<file path="config.mk">
export PLATFORM = sky130hd
export DESIGN_NAME = hlfs_supervisor
export DESIGN_NICKNAME = d
export VERILOG_FILES = /design/src/hlfs_pkg.sv /design/src/hlfs_supervisor.sv
export SDC_FILE = /design/constraint.sdc
export NUM_CORES = 1
export LEC_CHECK = 0
export BUFFER_PORTS_ARGS = -buffer_cell sky130_fd_sc_hd__buf_4
export CELL_PAD_IN_SITES_DETAIL_PLACEMENT = 1
export CELL_PAD_IN_SITES_GLOBAL_PLACEMENT = 2
export CORE_MARGIN = 3
export CORE_UTILIZATION = 43
export DETAILED_ROUTE_END_ITERATION = 12
export HOLD_SLACK_MARGIN = 0.02
export PLACE_DENSITY = 0.85
export SLEW_MARGIN = 5
export SYNTH_ARGS = -nofsm -noshare
export SYNTH_HDL_FRONTEND = slang
export SYNTH_SLANG_ARGS = --single-unit
</file>
<file path="constraint.sdc">
create_clock -name clock -period 5.8 [get_ports clock]
set_input_delay 0.58 -clock clock [delete_from_list [all_inputs] [get_ports clock]]
set_output_delay 0.58 -clock clock [all_outputs]
set_load 0.05 [all_outputs]
</file>
<file path="src/hlfs_pkg.sv">
// package of constants and carrier types for the host link failsafe supervisor
package hlfs_pkg;

  // ***************************************************************
  // timing figures and derived cycle counts
  // ***************************************************************
  localparam int CLK_HZ = 50000000;
  localparam int WD_SHORT_MS = 32;
  localparam int WD_LONG_MS = 128;
  localparam int IN_DGL_US = 200;
  localparam int RST_DGL_US = 10;
  localparam int REF_DGL_NS = 2000;
  localparam int CLK_LOW_HZ = 100;
  localparam int WD_SHORT_CYC = CLK_HZ / 1000 * WD_SHORT_MS;
  localparam int WD_LONG_CYC = CLK_HZ / 1000 * WD_LONG_MS;
  localparam int IN_DGL_CYC = (CLK_HZ / 1000000) * IN_DGL_US;
  localparam int RST_DGL_CYC = (CLK_HZ / 1000000) * RST_DGL_US;
  localparam int REF_DGL_CYC = (CLK_HZ / 1000000) * REF_DGL_NS / 1000;
  localparam int CLK_LOW_CYC = CLK_HZ / CLK_LOW_HZ;
  localparam int FRAME_BITS = 16;
  localparam int NCH = 4;
  localparam int CNT_W = 24;
  localparam int BIT_W = 4;

  // operating modes
  typedef enum logic [1:0] {
    HLFS_SLEEP = 2'h0,
    HLFS_NORMAL = 2'h1,
    HLFS_FAIL = 2'h3
  } hlfs_mode_t;

  // status carried back toward the serial reporting path
  typedef struct packed {
    logic link_failure_flag;
    logic failsafe_pin_state_bit;
    logic clock_fail;
  } hlfs_status_t;

  // serial link pins, raw from the package
  typedef struct packed {
    logic sclk;
    logic csn;
    logic sdi;
  } hlfs_link_t;

endpackage

</file>
<file path="src/hlfs_supervisor.sv">
// host link failsafe supervisor: watchdog, deglitchers, clock monitor
`timescale 1ns/1ns

// What this block does
// - any link fault forces fail mode
// - frame without inverted toggle bit versus previous frame is a fault
// - no valid frame within 32 ms or 128 ms timeout is a fault
// - clock bits per chip select zero or not multiple of sixteen is a fault
// - stuck serial input or dead supply caught through the toggle check
// - fault sets link failure flag, reported in the next transfer
// - link failure flag held while in fail mode
// - link failure flag cleared on fail to normal transition
// - fail-force and direct inputs deglitched 200 us both edges
// - filtered fail-force high forces fail mode
// - filtered direct input drives its matching channel in fail mode
// - reset pin deglitched 10 us on falling edge only
// - reference clock deglitched 2 us; too fast counts as failure
// - clock monitoring starts at reset pin release
// - slow clock in normal mode: outputs follow channel requests, else configured duty
// - clock-fail clears only when fault gone, then quick status read
// - external driver output follows channel six only in normal mode
// - external driver output low in sleep and fail mode
// - in fail mode channels follow their direct inputs
// - fail-force pin level readable as status bit
module hlfs_supervisor (
  input wire logic clock,
  input wire logic rstn,
  input wire hlfs_pkg::hlfs_link_t link,
  input wire logic frame_toggle_bit,
  input wire logic watchdog_period_select,
  input wire logic failsafe_force_input,
  input wire logic [3:0] direct_channel_inputs,
  input wire logic active_low_reset_pin,
  input wire logic ref_clock,
  input wire logic sleep_request,
  input wire logic [3:0] channel_on_request,
  input wire logic [3:0] pwm_channel,
  input wire logic channel_six_setting,
  input wire logic quick_status_read,
  output hlfs_pkg::hlfs_mode_t mode,
  output hlfs_pkg::hlfs_status_t status,
  output logic [3:0] channel_out,
  output logic external_driver_control_output,
  output logic link_fault_pulse
);

  // ***************************************************************
  // helpers
  // ***************************************************************
  // symmetric deglitch step: count while raw differs, flip at the limit
  function automatic logic [hlfs_pkg::CNT_W:0] dgl_step(
    input logic raw, input logic filt,
    input logic [hlfs_pkg::CNT_W-1:0] cnt,
    input logic [hlfs_pkg::CNT_W-1:0] lim);
    logic [hlfs_pkg::CNT_W:0] r;
    r = {filt, hlfs_pkg::CNT_W'(0)};
    if (raw != filt) begin
      if (cnt >= lim - hlfs_pkg::CNT_W'(1)) begin
        r = {raw, hlfs_pkg::CNT_W'(0)};
      end else begin
        r = {filt, cnt + hlfs_pkg::CNT_W'(1)};
      end
    end
    return r;
  endfunction

  localparam logic [hlfs_pkg::CNT_W-1:0] IN_LIM =
    hlfs_pkg::CNT_W'(hlfs_pkg::IN_DGL_CYC);
  localparam logic [hlfs_pkg::CNT_W-1:0] RST_LIM =
    hlfs_pkg::CNT_W'(hlfs_pkg::RST_DGL_CYC);
  localparam logic [hlfs_pkg::CNT_W-1:0] REF_LIM =
    hlfs_pkg::CNT_W'(hlfs_pkg::REF_DGL_CYC);
  localparam logic [hlfs_pkg::CNT_W-1:0] SLOW_LIM =
    hlfs_pkg::CNT_W'(hlfs_pkg::CLK_LOW_CYC);

  // ***************************************************************
  // input synchronisers (two flops each, first flop read by nobody else)
  // ***************************************************************
  logic [8:0] sync_a;
  logic [8:0] sync_b;
  always_ff @(posedge clock) begin
    if (!rstn) begin
      sync_a <= 9'h180; // pins at idle: reset released, deselected
      sync_b <= 9'h180;
    end else begin
      sync_a <= {active_low_reset_pin, link.csn, ref_clock,
                 link.sclk, link.sdi, failsafe_force_input,
                 direct_channel_inputs[3:1]};
      sync_b <= sync_a;
    end
  end
  // bit order in sync_b: 8 rst pin, 7 csn, 6 ref, 5 sclk, 4 sdi (unused
  // here), 3 force, 2:0 direct[3:1]; direct[0] kept separately below
  logic din0_a;
  logic din0_b;
  always_ff @(posedge clock) begin
    if (!rstn) begin
      din0_a <= 1'b0;
      din0_b <= 1'b0;
    end else begin
      din0_a <= direct_channel_inputs[0];
      din0_b <= din0_a;
    end
  end
  logic rst_pin_s;
  logic csn_s;
  logic ref_s;
  logic sclk_s;
  logic force_s;
  logic [3:0] din_s;
  assign rst_pin_s = sync_b[8];
  assign csn_s = sync_b[7];
  assign ref_s = sync_b[6];
  assign sclk_s = sync_b[5];
  assign force_s = sync_b[3];
  assign din_s = {sync_b[2:0], din0_b};

  // ***************************************************************
  // deglitch filters
  // ***************************************************************
  logic [4:0] filt;
  logic [hlfs_pkg::CNT_W-1:0] fcnt [5];
  logic [4:0] raw5;
  assign raw5 = {force_s, din_s};
  // five identical counters; fail-force is bit 4
  always_ff @(posedge clock) begin
    if (!rstn) begin
      filt <= 5'h00;
      for (int i = 0; i < 5; i++) begin
        fcnt[i] <= '0;
      end
    end else begin
      for (int i = 0; i < 5; i++) begin
        {filt[i], fcnt[i]} <= dgl_step(raw5[i], filt[i], fcnt[i],
                                       IN_LIM);
      end
    end
  end
  logic filtered_failsafe_request;
  logic [3:0] filtered_direct_input;
  assign filtered_failsafe_request = filt[4];
  assign filtered_direct_input = filt[3:0];

  // reset pin: falling edge filtered, rising edge immediate
  logic rst_filt;
  logic [hlfs_pkg::CNT_W-1:0] rcnt;
  always_ff @(posedge clock) begin
    if (!rstn) begin
      rst_filt <= 1'b1;
      rcnt <= '0;
    end else if (rst_pin_s) begin
      rst_filt <= 1'b1;
      rcnt <= '0;
    end else begin
      {rst_filt, rcnt} <= dgl_step(1'b0, rst_filt, rcnt, RST_LIM);
    end
  end

  // reference clock filter
  logic ref_filt;
  logic ref_filt_q;
  logic [hlfs_pkg::CNT_W-1:0] kcnt;
  always_ff @(posedge clock) begin
    if (!rstn) begin
      ref_filt <= 1'b0;
      ref_filt_q <= 1'b0;
      kcnt <= '0;
    end else begin
      {ref_filt, kcnt} <= dgl_step(ref_s, ref_filt, kcnt, REF_LIM);
      ref_filt_q <= ref_filt;
    end
  end

  // ***************************************************************
  // clock-fail monitor: no filtered rising edge within the slow limit
  // ***************************************************************
  logic [hlfs_pkg::CNT_W-1:0] scnt;
  logic clk_fault;
  logic clock_fail;
  always_ff @(posedge clock) begin
    if (!rstn || !rst_filt) begin
      scnt <= '0;
      clk_fault <= 1'b0;
    end else if (ref_filt && !ref_filt_q) begin
      scnt <= '0;
      clk_fault <= 1'b0;
    end else if (scnt >= SLOW_LIM - hlfs_pkg::CNT_W'(1)) begin
      clk_fault <= 1'b1;
    end else begin
      scnt <= scnt + hlfs_pkg::CNT_W'(1);
    end
  end
  // latched diagnosis; a new fault wins over the read clear
  always_ff @(posedge clock) begin
    if (!rstn) begin
      clock_fail <= 1'b0;
    end else if (clk_fault) begin
      clock_fail <= 1'b1;
    end else if (quick_status_read) begin
      clock_fail <= 1'b0;
    end
  end

  // ***************************************************************
  // frame checker and watchdog
  // ***************************************************************
  logic csn_q;
  logic sclk_q;
  logic [hlfs_pkg::BIT_W-1:0] bitcnt;
  logic bits_seen;
  logic prev_toggle;
  logic [hlfs_pkg::CNT_W-1:0] wdcnt;
  logic frame_end;
  logic len_bad;
  logic tog_bad;
  logic wd_expired;
  assign frame_end = csn_s && !csn_q;
  assign len_bad = frame_end && (bitcnt != '0 || !bits_seen);
  assign tog_bad = frame_end && frame_toggle_bit == prev_toggle;
  assign wd_expired = wdcnt == '0;
  assign link_fault_pulse = len_bad || tog_bad || wd_expired;

  // bit counter while chip select is low, modulo sixteen
  always_ff @(posedge clock) begin
    if (!rstn) begin
      csn_q <= 1'b1;
      sclk_q <= 1'b0;
      bitcnt <= '0;
      bits_seen <= 1'b0;
    end else begin
      csn_q <= csn_s;
      sclk_q <= sclk_s;
      if (csn_s) begin
        bitcnt <= '0;
        bits_seen <= 1'b0;
      end else if (sclk_s && !sclk_q) begin
        bitcnt <= bitcnt + hlfs_pkg::BIT_W'(1);
        bits_seen <= 1'b1;
      end
    end
  end

  // watchdog reload on a good frame or on expiry, else count down
  always_ff @(posedge clock) begin
    if (!rstn) begin
      prev_toggle <= 1'b0;
      wdcnt <= hlfs_pkg::CNT_W'(hlfs_pkg::WD_SHORT_CYC);
    end else begin
      if (frame_end) begin
        prev_toggle <= frame_toggle_bit;
      end
      if ((frame_end && !len_bad && !tog_bad) || wd_expired) begin
        wdcnt <= watchdog_period_select ?
          hlfs_pkg::CNT_W'(hlfs_pkg::WD_LONG_CYC) :
          hlfs_pkg::CNT_W'(hlfs_pkg::WD_SHORT_CYC);
      end else begin
        wdcnt <= wdcnt - hlfs_pkg::CNT_W'(1);
      end
    end
  end

  // ***************************************************************
  // mode control and link failure flag
  // ***************************************************************
  logic link_failure_flag;
  logic link_fail_latched;
  always_ff @(posedge clock) begin
    if (!rstn || !rst_filt) begin
      link_fail_latched <= 1'b0;
    end else if (link_fault_pulse) begin
      link_fail_latched <= 1'b1;
    end else if (mode == hlfs_pkg::HLFS_FAIL && !filtered_failsafe_request
                 && frame_end) begin
      link_fail_latched <= 1'b0; // good frame lets the device recover
    end
  end
  // any live cause keeps fail mode; shared with the flag clear below
  logic fail_hold;
  assign fail_hold = filtered_failsafe_request || link_fault_pulse
    || link_fail_latched;
  always_ff @(posedge clock) begin
    if (!rstn || !rst_filt) begin
      mode <= hlfs_pkg::HLFS_NORMAL;
    end else if (fail_hold) begin
      mode <= hlfs_pkg::HLFS_FAIL;
    end else if (sleep_request) begin
      mode <= hlfs_pkg::HLFS_SLEEP;
    end else begin
      mode <= hlfs_pkg::HLFS_NORMAL;
    end
  end
  // flag: fault sets (wins), kept through fail, cleared leaving fail for normal
  always_ff @(posedge clock) begin
    if (!rstn || !rst_filt) begin
      link_failure_flag <= 1'b0;
    end else if (link_fault_pulse) begin
      link_failure_flag <= 1'b1;
    end else if (mode == hlfs_pkg::HLFS_FAIL && !fail_hold
                 && !sleep_request) begin
      link_failure_flag <= 1'b0; // cleared on the edge mode leaves
    end else if (mode == hlfs_pkg::HLFS_FAIL) begin
      link_failure_flag <= link_failure_flag;
    end else if (mode == hlfs_pkg::HLFS_NORMAL) begin
      link_failure_flag <= 1'b0;
    end
  end

  // ***************************************************************
  // outputs
  // ***************************************************************
  always_ff @(posedge clock) begin
    if (!rstn) begin
      status <= '0;
      channel_out <= 4'h0;
      external_driver_control_output <= 1'b0;
    end else begin
      status <= '{link_failure_flag, force_s, clock_fail};
      if (mode == hlfs_pkg::HLFS_FAIL) begin
        channel_out <= filtered_direct_input;
      end else if (mode == hlfs_pkg::HLFS_SLEEP) begin
        channel_out <= 4'h0;
      end else if (clk_fault) begin
        channel_out <= channel_on_request;
      end else begin
        channel_out <= pwm_channel;
      end
      external_driver_control_output <= mode == hlfs_pkg::HLFS_NORMAL
        && channel_six_setting;
    end
  end

endmodule

</file>
# After elaboration in Yosys (flattened, before gate mapping)

Index checks and enable logic that the tools add are counted.

Output and inout port bits: 11
Bits in registers: 266
Input bits: 25
Logic and storage cells: 144

Bitwise operators: 8
Order comparisons: 8
Mux-type cells: 17
Equality and inequality tests: 10
Add/sub/neg operators: 10
Reductions and logical operators: 54

Operators with widths:

| cell                                                                     | number |
|---|---|
| 24-bit by 1-bit adder with 24-bit output (second input constant)         | 8 |
| 24-bit by 14-bit >= comparator with 1-bit output (second input constant) | 5 |
| 25-bit two-way mux                                                       | 2 |
| 24-bit by 19-bit >= comparator with 1-bit output (second input constant) | 1 |
| 24-bit by 7-bit >= comparator with 1-bit output (second input constant)  | 1 |
| 24-bit by 9-bit >= comparator with 1-bit output (second input constant)  | 1 |
| 24-bit zero test                                                         | 1 |
| 24-bit two-way mux                                                       | 1 |
| 24-bit by 1-bit subtractor with 24-bit output (second input constant)    | 1 |
| 23-bit two-way mux                                                       | 1 |
| 3-bit OR reduction                                                       | 6 |
| 2-bit AND reduction                                                      | 7 |
| 1-bit logical AND                                                        | 12 |
| 4-bit two-way mux                                                        | 3 |
| 1-bit zero test                                                          | 11 |
| 1-bit two-way mux                                                        | 9 |
| 1-bit NOT                                                                | 8 |
| 2-bit OR reduction                                                       | 4 |
| 1-bit logical OR                                                         | 7 |
| 1-bit != test                                                            | 6 |
| 4-bit by 1-bit adder with 4-bit output (second input constant)           | 1 |
| 2-bit nonzero test                                                       | 2 |
| 4-bit nonzero test                                                       | 1 |
| 4-bit OR reduction                                                       | 1 |
| 7 further kinds                                                          | 7 |

# Logic depth before layout (Yosys ltp)

Depth after elaboration: 12
Mapped depth: 8
Gate-level depth less buffers: 8

# Worst setup path after synthesis

OpenSTA, ideal clock, no wires.

Path kind: flip-flop to output port
Start point: register wdcnt[16] (netlist bit)
End point: output link_fault_pulse
Slack: 3,067 ps
Stages on the path, launching flop included: 4
Required time: 5,220 ps
Data arrival time: 2,153 ps
Cell sequence: dfxtp_1 -> or4_4 -> or4_4 -> o21ai_1

Longest elaborated chain between the ends: 2

Ends and longest elaborated chain:

| what                   | line                   | RTL |
|---|---|---|
| start, declared        | hlfs_supervisor.sv:212 | `logic [hlfs_pkg::CNT_W-1:0] wdcnt;` |
| start signal, assigned | hlfs_supervisor.sv:247 | `wdcnt <= hlfs_pkg::CNT_W'(hlfs_pkg::WD_SHORT_CYC);` |
| start signal, assigned | hlfs_supervisor.sv:253 | `wdcnt <= watchdog_period_select ?` |
| start signal, assigned | hlfs_supervisor.sv:257 | `wdcnt <= wdcnt - hlfs_pkg::CNT_W'(1);` |
| 24-bit zero test       | hlfs_supervisor.sv:220 | `assign wd_expired = wdcnt == '0;` |
| 1-bit logical OR       | hlfs_supervisor.sv:221 | `assign link_fault_pulse = len_bad \|\| tog_bad \|\| wd_expired;` |
| end, declared          | hlfs_supervisor.sv:44  | `output logic link_fault_pulse` |

No other way between the ends.

# Worst setup path after layout

Start point: register wdcnt[12] (netlist bit)
End point: output link_fault_pulse

The elaborated chain is that of the path after synthesis.

==> impl_results.rst <==
.. list-table::
   :header-rows: 1

   * - Metric
     - Value
   * - Status
     - finished clean
   * - Library cell occupying the most area in the post-synthesis netlist
     - dfxtp_1
   * - CTS clock-pin slew for the worst setup and hold paths
     - 60 ps
   * - EDFF count, synth
     - 0
   * - Synthesized area
     - 9200 um2
   * - Period utilisation layout
     - 56.3%
   * - Hold WC Path Type
     - input pin to flip-flop
   * - Cell at the root of the clock tree
     - clkbuf_16
   * - Sequential element share of the synthesized area
     - 57.4%
   * - Mean routed wirelength per cell
     - around 13 um
   * - Clk_lat worst skew
     - 530 ps
   * - Critical setup path kind
     - flip-flop to primary output
   * - Placed Area
     - 10000 um2
   * - Post-CTS setup buffer count
     - 0
   * - Clock buffers created by TritonCTS
     - 28
   * - DR vias
     - 6429
   * - Core area
     - 20600 um2
   * - I/O pin count
     - 36
   * - Share of final-layout standard cells stronger than drive strength 1
     - 9.52%
   * - Number of buffers added on ports
     - 34
   * - Filler cell count in the final layout
     - 2326
   * - Number of design-rule violations left by the first detailed-router iteration
     - 132
   * - Leading post-synthesis cells by cell area
     - dfxtp_1 (57%), nor2_1 (6.1%), xor2_1 (5.6%), xnor2_1 (4.1%), nand3_1 (3.0%)
   * - Floorplan die height
     - 152 um
   * - Pin count of the biggest net entering global routing
     - 58
   * - # clock sinks
     - 264
   * - Die width
     - around 150 um
   * - Sequential cell area
     - 5290 um2
   * - Total GRT Usage
     - 15.2%
   * - Leading register cell type out of synthesis
     - dfxtp_1
   * - Estimated wirelength of the detail-placed design
     - 11800 um
   * - Die area
     - 23200 um2
   * - Via/cell ratio
     - 4.79
   * - Register bit total from synthesis
     - approximately 260
   * - Starting density of the core
     - 44.6%
   * - Deepest level of the CTS H-tree
     - 1
   * - Routability congestion estimate
     - 0.703
   * - Count of unique library cells instantiated by Yosys
     - 60
   * - Total leakage power
     - 0.00417 uW
   * - Row Count
     - 52
   * - Synth Instances
     - 923
   * - Hold buffers post-CTS
     - 0
   * - Global route overflow
     - 0
   * - Data arrival, critical path
     - 2690 ps
   * - Setup repair after global routing missed its margin
     - no
   * - Async set or reset register ratio after synthesis
     - 0%
   * - Fraction of post-synthesis cell area in the top cell type by area
     - between 50% and 60%
   * - Final-report setup violation count
     - 0
   * - Post-Syn Area per Cell
     - 9.97 um2
   * - Worst slew slack as a fraction of its limit
     - 52.4%
   * - Setup Total Neg Slack
     - 0 ps
   * - Antenna violations before repair
     - 0
   * - CP Capture Type
     - primary output
   * - Total wire length after detailed routing
     - ~17000 um
   * - CTS tree
     - done
   * - Measured slew at the worst slew-check pin
     - 709 ps
   * - Max Fanout on Critical Path
     - 4
   * - Peak supply drop
     - 0.249 mV
   * - Total power density per cell area
     - 356 nW/um2
   * - NumNets Final
     - 1086
   * - Final slew viol count
     - 0
   * - Upper clock frequency limit
     - between 0.3 and 0.4 GHz
   * - Final core area utilization
     - 53.3%
   * - Worst path required time
     - 5220 ps
   * - Post-detailed-route count of antenna-violating nets
     - 0
   * - Area of the multi-input gates
     - 4060 um2
   * - Final Hold Violating Endpoints
     - 0
   * - Number of maximum-capacitance violations
     - 0
   * - Most frequent cells in the layout
     - dfxtp_1 (264), nor2_1 (149), conb_1 (82)
   * - Critical Path Source Type
     - flip-flop
   * - CTS resizes
     - 0
   * - Yosys synthesis warning count
     - 0
   * - Area growth from synthesis to final layout
     - 19.4%
   * - Final Skew
     - 7.31 ps
   * - Summed area of non-filler cells in the final layout
     - 11000 um2
   * - CTS Buffer Depth
     - 3
   * - Antenna fix cells
     - 0
   * - Number of iterations in the first detailed-routing pass
     - 4
   * - Number of global-route vias before repair
     - 6473
   * - Most frequent standard cell in the layout excluding fill and tap cells
     - dfxtp_1
   * - Post-route DRC violation count
     - 0
   * - Minimum clock period after layout
     - 3270 ps
   * - First-pass GRT wire length
     - 30500 um
-- cell usage after synthesis, types with 2 or more instances --
cell	instances
dfxtp_1	264
nor2_1	149
xor2_1	59
nand3_1	55
nand2_1	54
xnor2_1	43
and2_1	31
nor4_1	26
a21oi_1	23
o21ai_0	22
nand4_1	19
and3_1	18
inv_1	17
clkbuf_1	15
nor2b_1	13
ha_1	12
nor3_1	11
mux2i_1	8
nand2b_1	8
or3_1	7
or4_1	6
a211oi_1	4
a41oi_1	4
o31ai_1	4
or2_2	4
a21boi_0	3
a22oi_1	3
o21ai_1	3
or4_4	3
a31oi_1	2
and4b_1	2
o21a_1	2
or3_2	2
-- worst max-delay path, stage by stage, from the launching register on --
cell and delay [ps]:
dfxtp_1 320, or4_4 560, nor4_2 310, nand4_1 240, o21ai_1 440, buf_4 290
-- layer usage --
layer	track usage (%)	share of wire (%)	vias to the layer above
li1	-	-	3301
met1	19.9	48	3035
met2	25.9	47	57
met3	2.93	3.1	36
met4	3.90	2.1	0
met5	0	0	-
-- per-stage QoR --
stage / cells / total power [uW] / hold WS [ps] / setup WS [ps]
after detailed placement: 1289 / 2090 / 398 / 3060
after global placement: 1289 / 2080 / 392 / 3110
after global routing: 1341 / 4080 / 211 / 2260
final: 1341 / 3910 / 235 / 2530
after CTS: 1341 / 3970 / 208 / 2470
after floorplan: 1004 / 2040 / 379 / 3070
-- layout make-up --
cell class / count / area share (%)
timing repair buffer: 34 / 2.32
clock inverter: 13 / 1.53
tap: 270 / 3.07
multi-input combinational: 704 / 36.9
inverter: 17 / 0.581
sequential: 264 / 48.1
clock buffer: 39 / 7.49
-- power breakdown --
part	internal (uW)	switching, uW
clock network	1160	702
registers	1870	32.9
logic	56.4	82.6
total	3090	817
-- kinds of logic after synthesis --
group	after synthesis	synth area share, %
AO/OA/AOI/OAI	77	5.17
XOR/XNOR	102	9.71
adder cells (fa/ha/maj)	12	1.63
buffers and inverters	36	1.81
flip-flops	264	57.4
multiplexers	8	0.870
other	1	0.0407
AND/OR/NAND/NOR	423	23.3
-- flip-flops by register name, summed over array words and instances, names as in the netlist, 2 cells and up --
| register | flops |
|---|---|
| status | 3 |
| scnt | 24 |
| wdcnt | 24 |
| sync_b | 8 |
| bitcnt | 4 |
| channel_out | 4 |
| fcnt | 120 |
| rcnt | 24 |
| mode | 2 |
| kcnt | 24 |
| sync_a | 8 |
| filt | 5 |
-- final timing paths --
kind	slack (ps)	cells after the start	to	from
setup / recovery	2530	5	link_fault_pulse	wdcnt[12]$_SDFF_PP0_
hold reg to reg	410	1	sync_b[7]$_SDFF_PN1_	sync_a[7]$_SDFF_PN1_
hold / removal	240	2	sync_a[7]$_SDFF_PN1_	link[1]
setup reg to reg	3410	6	scnt[10]$_SDFFE_PP0N_	scnt[0]$_SDFFE_PP0N_
Note: power is estimated with default switching activity, not from simulation.
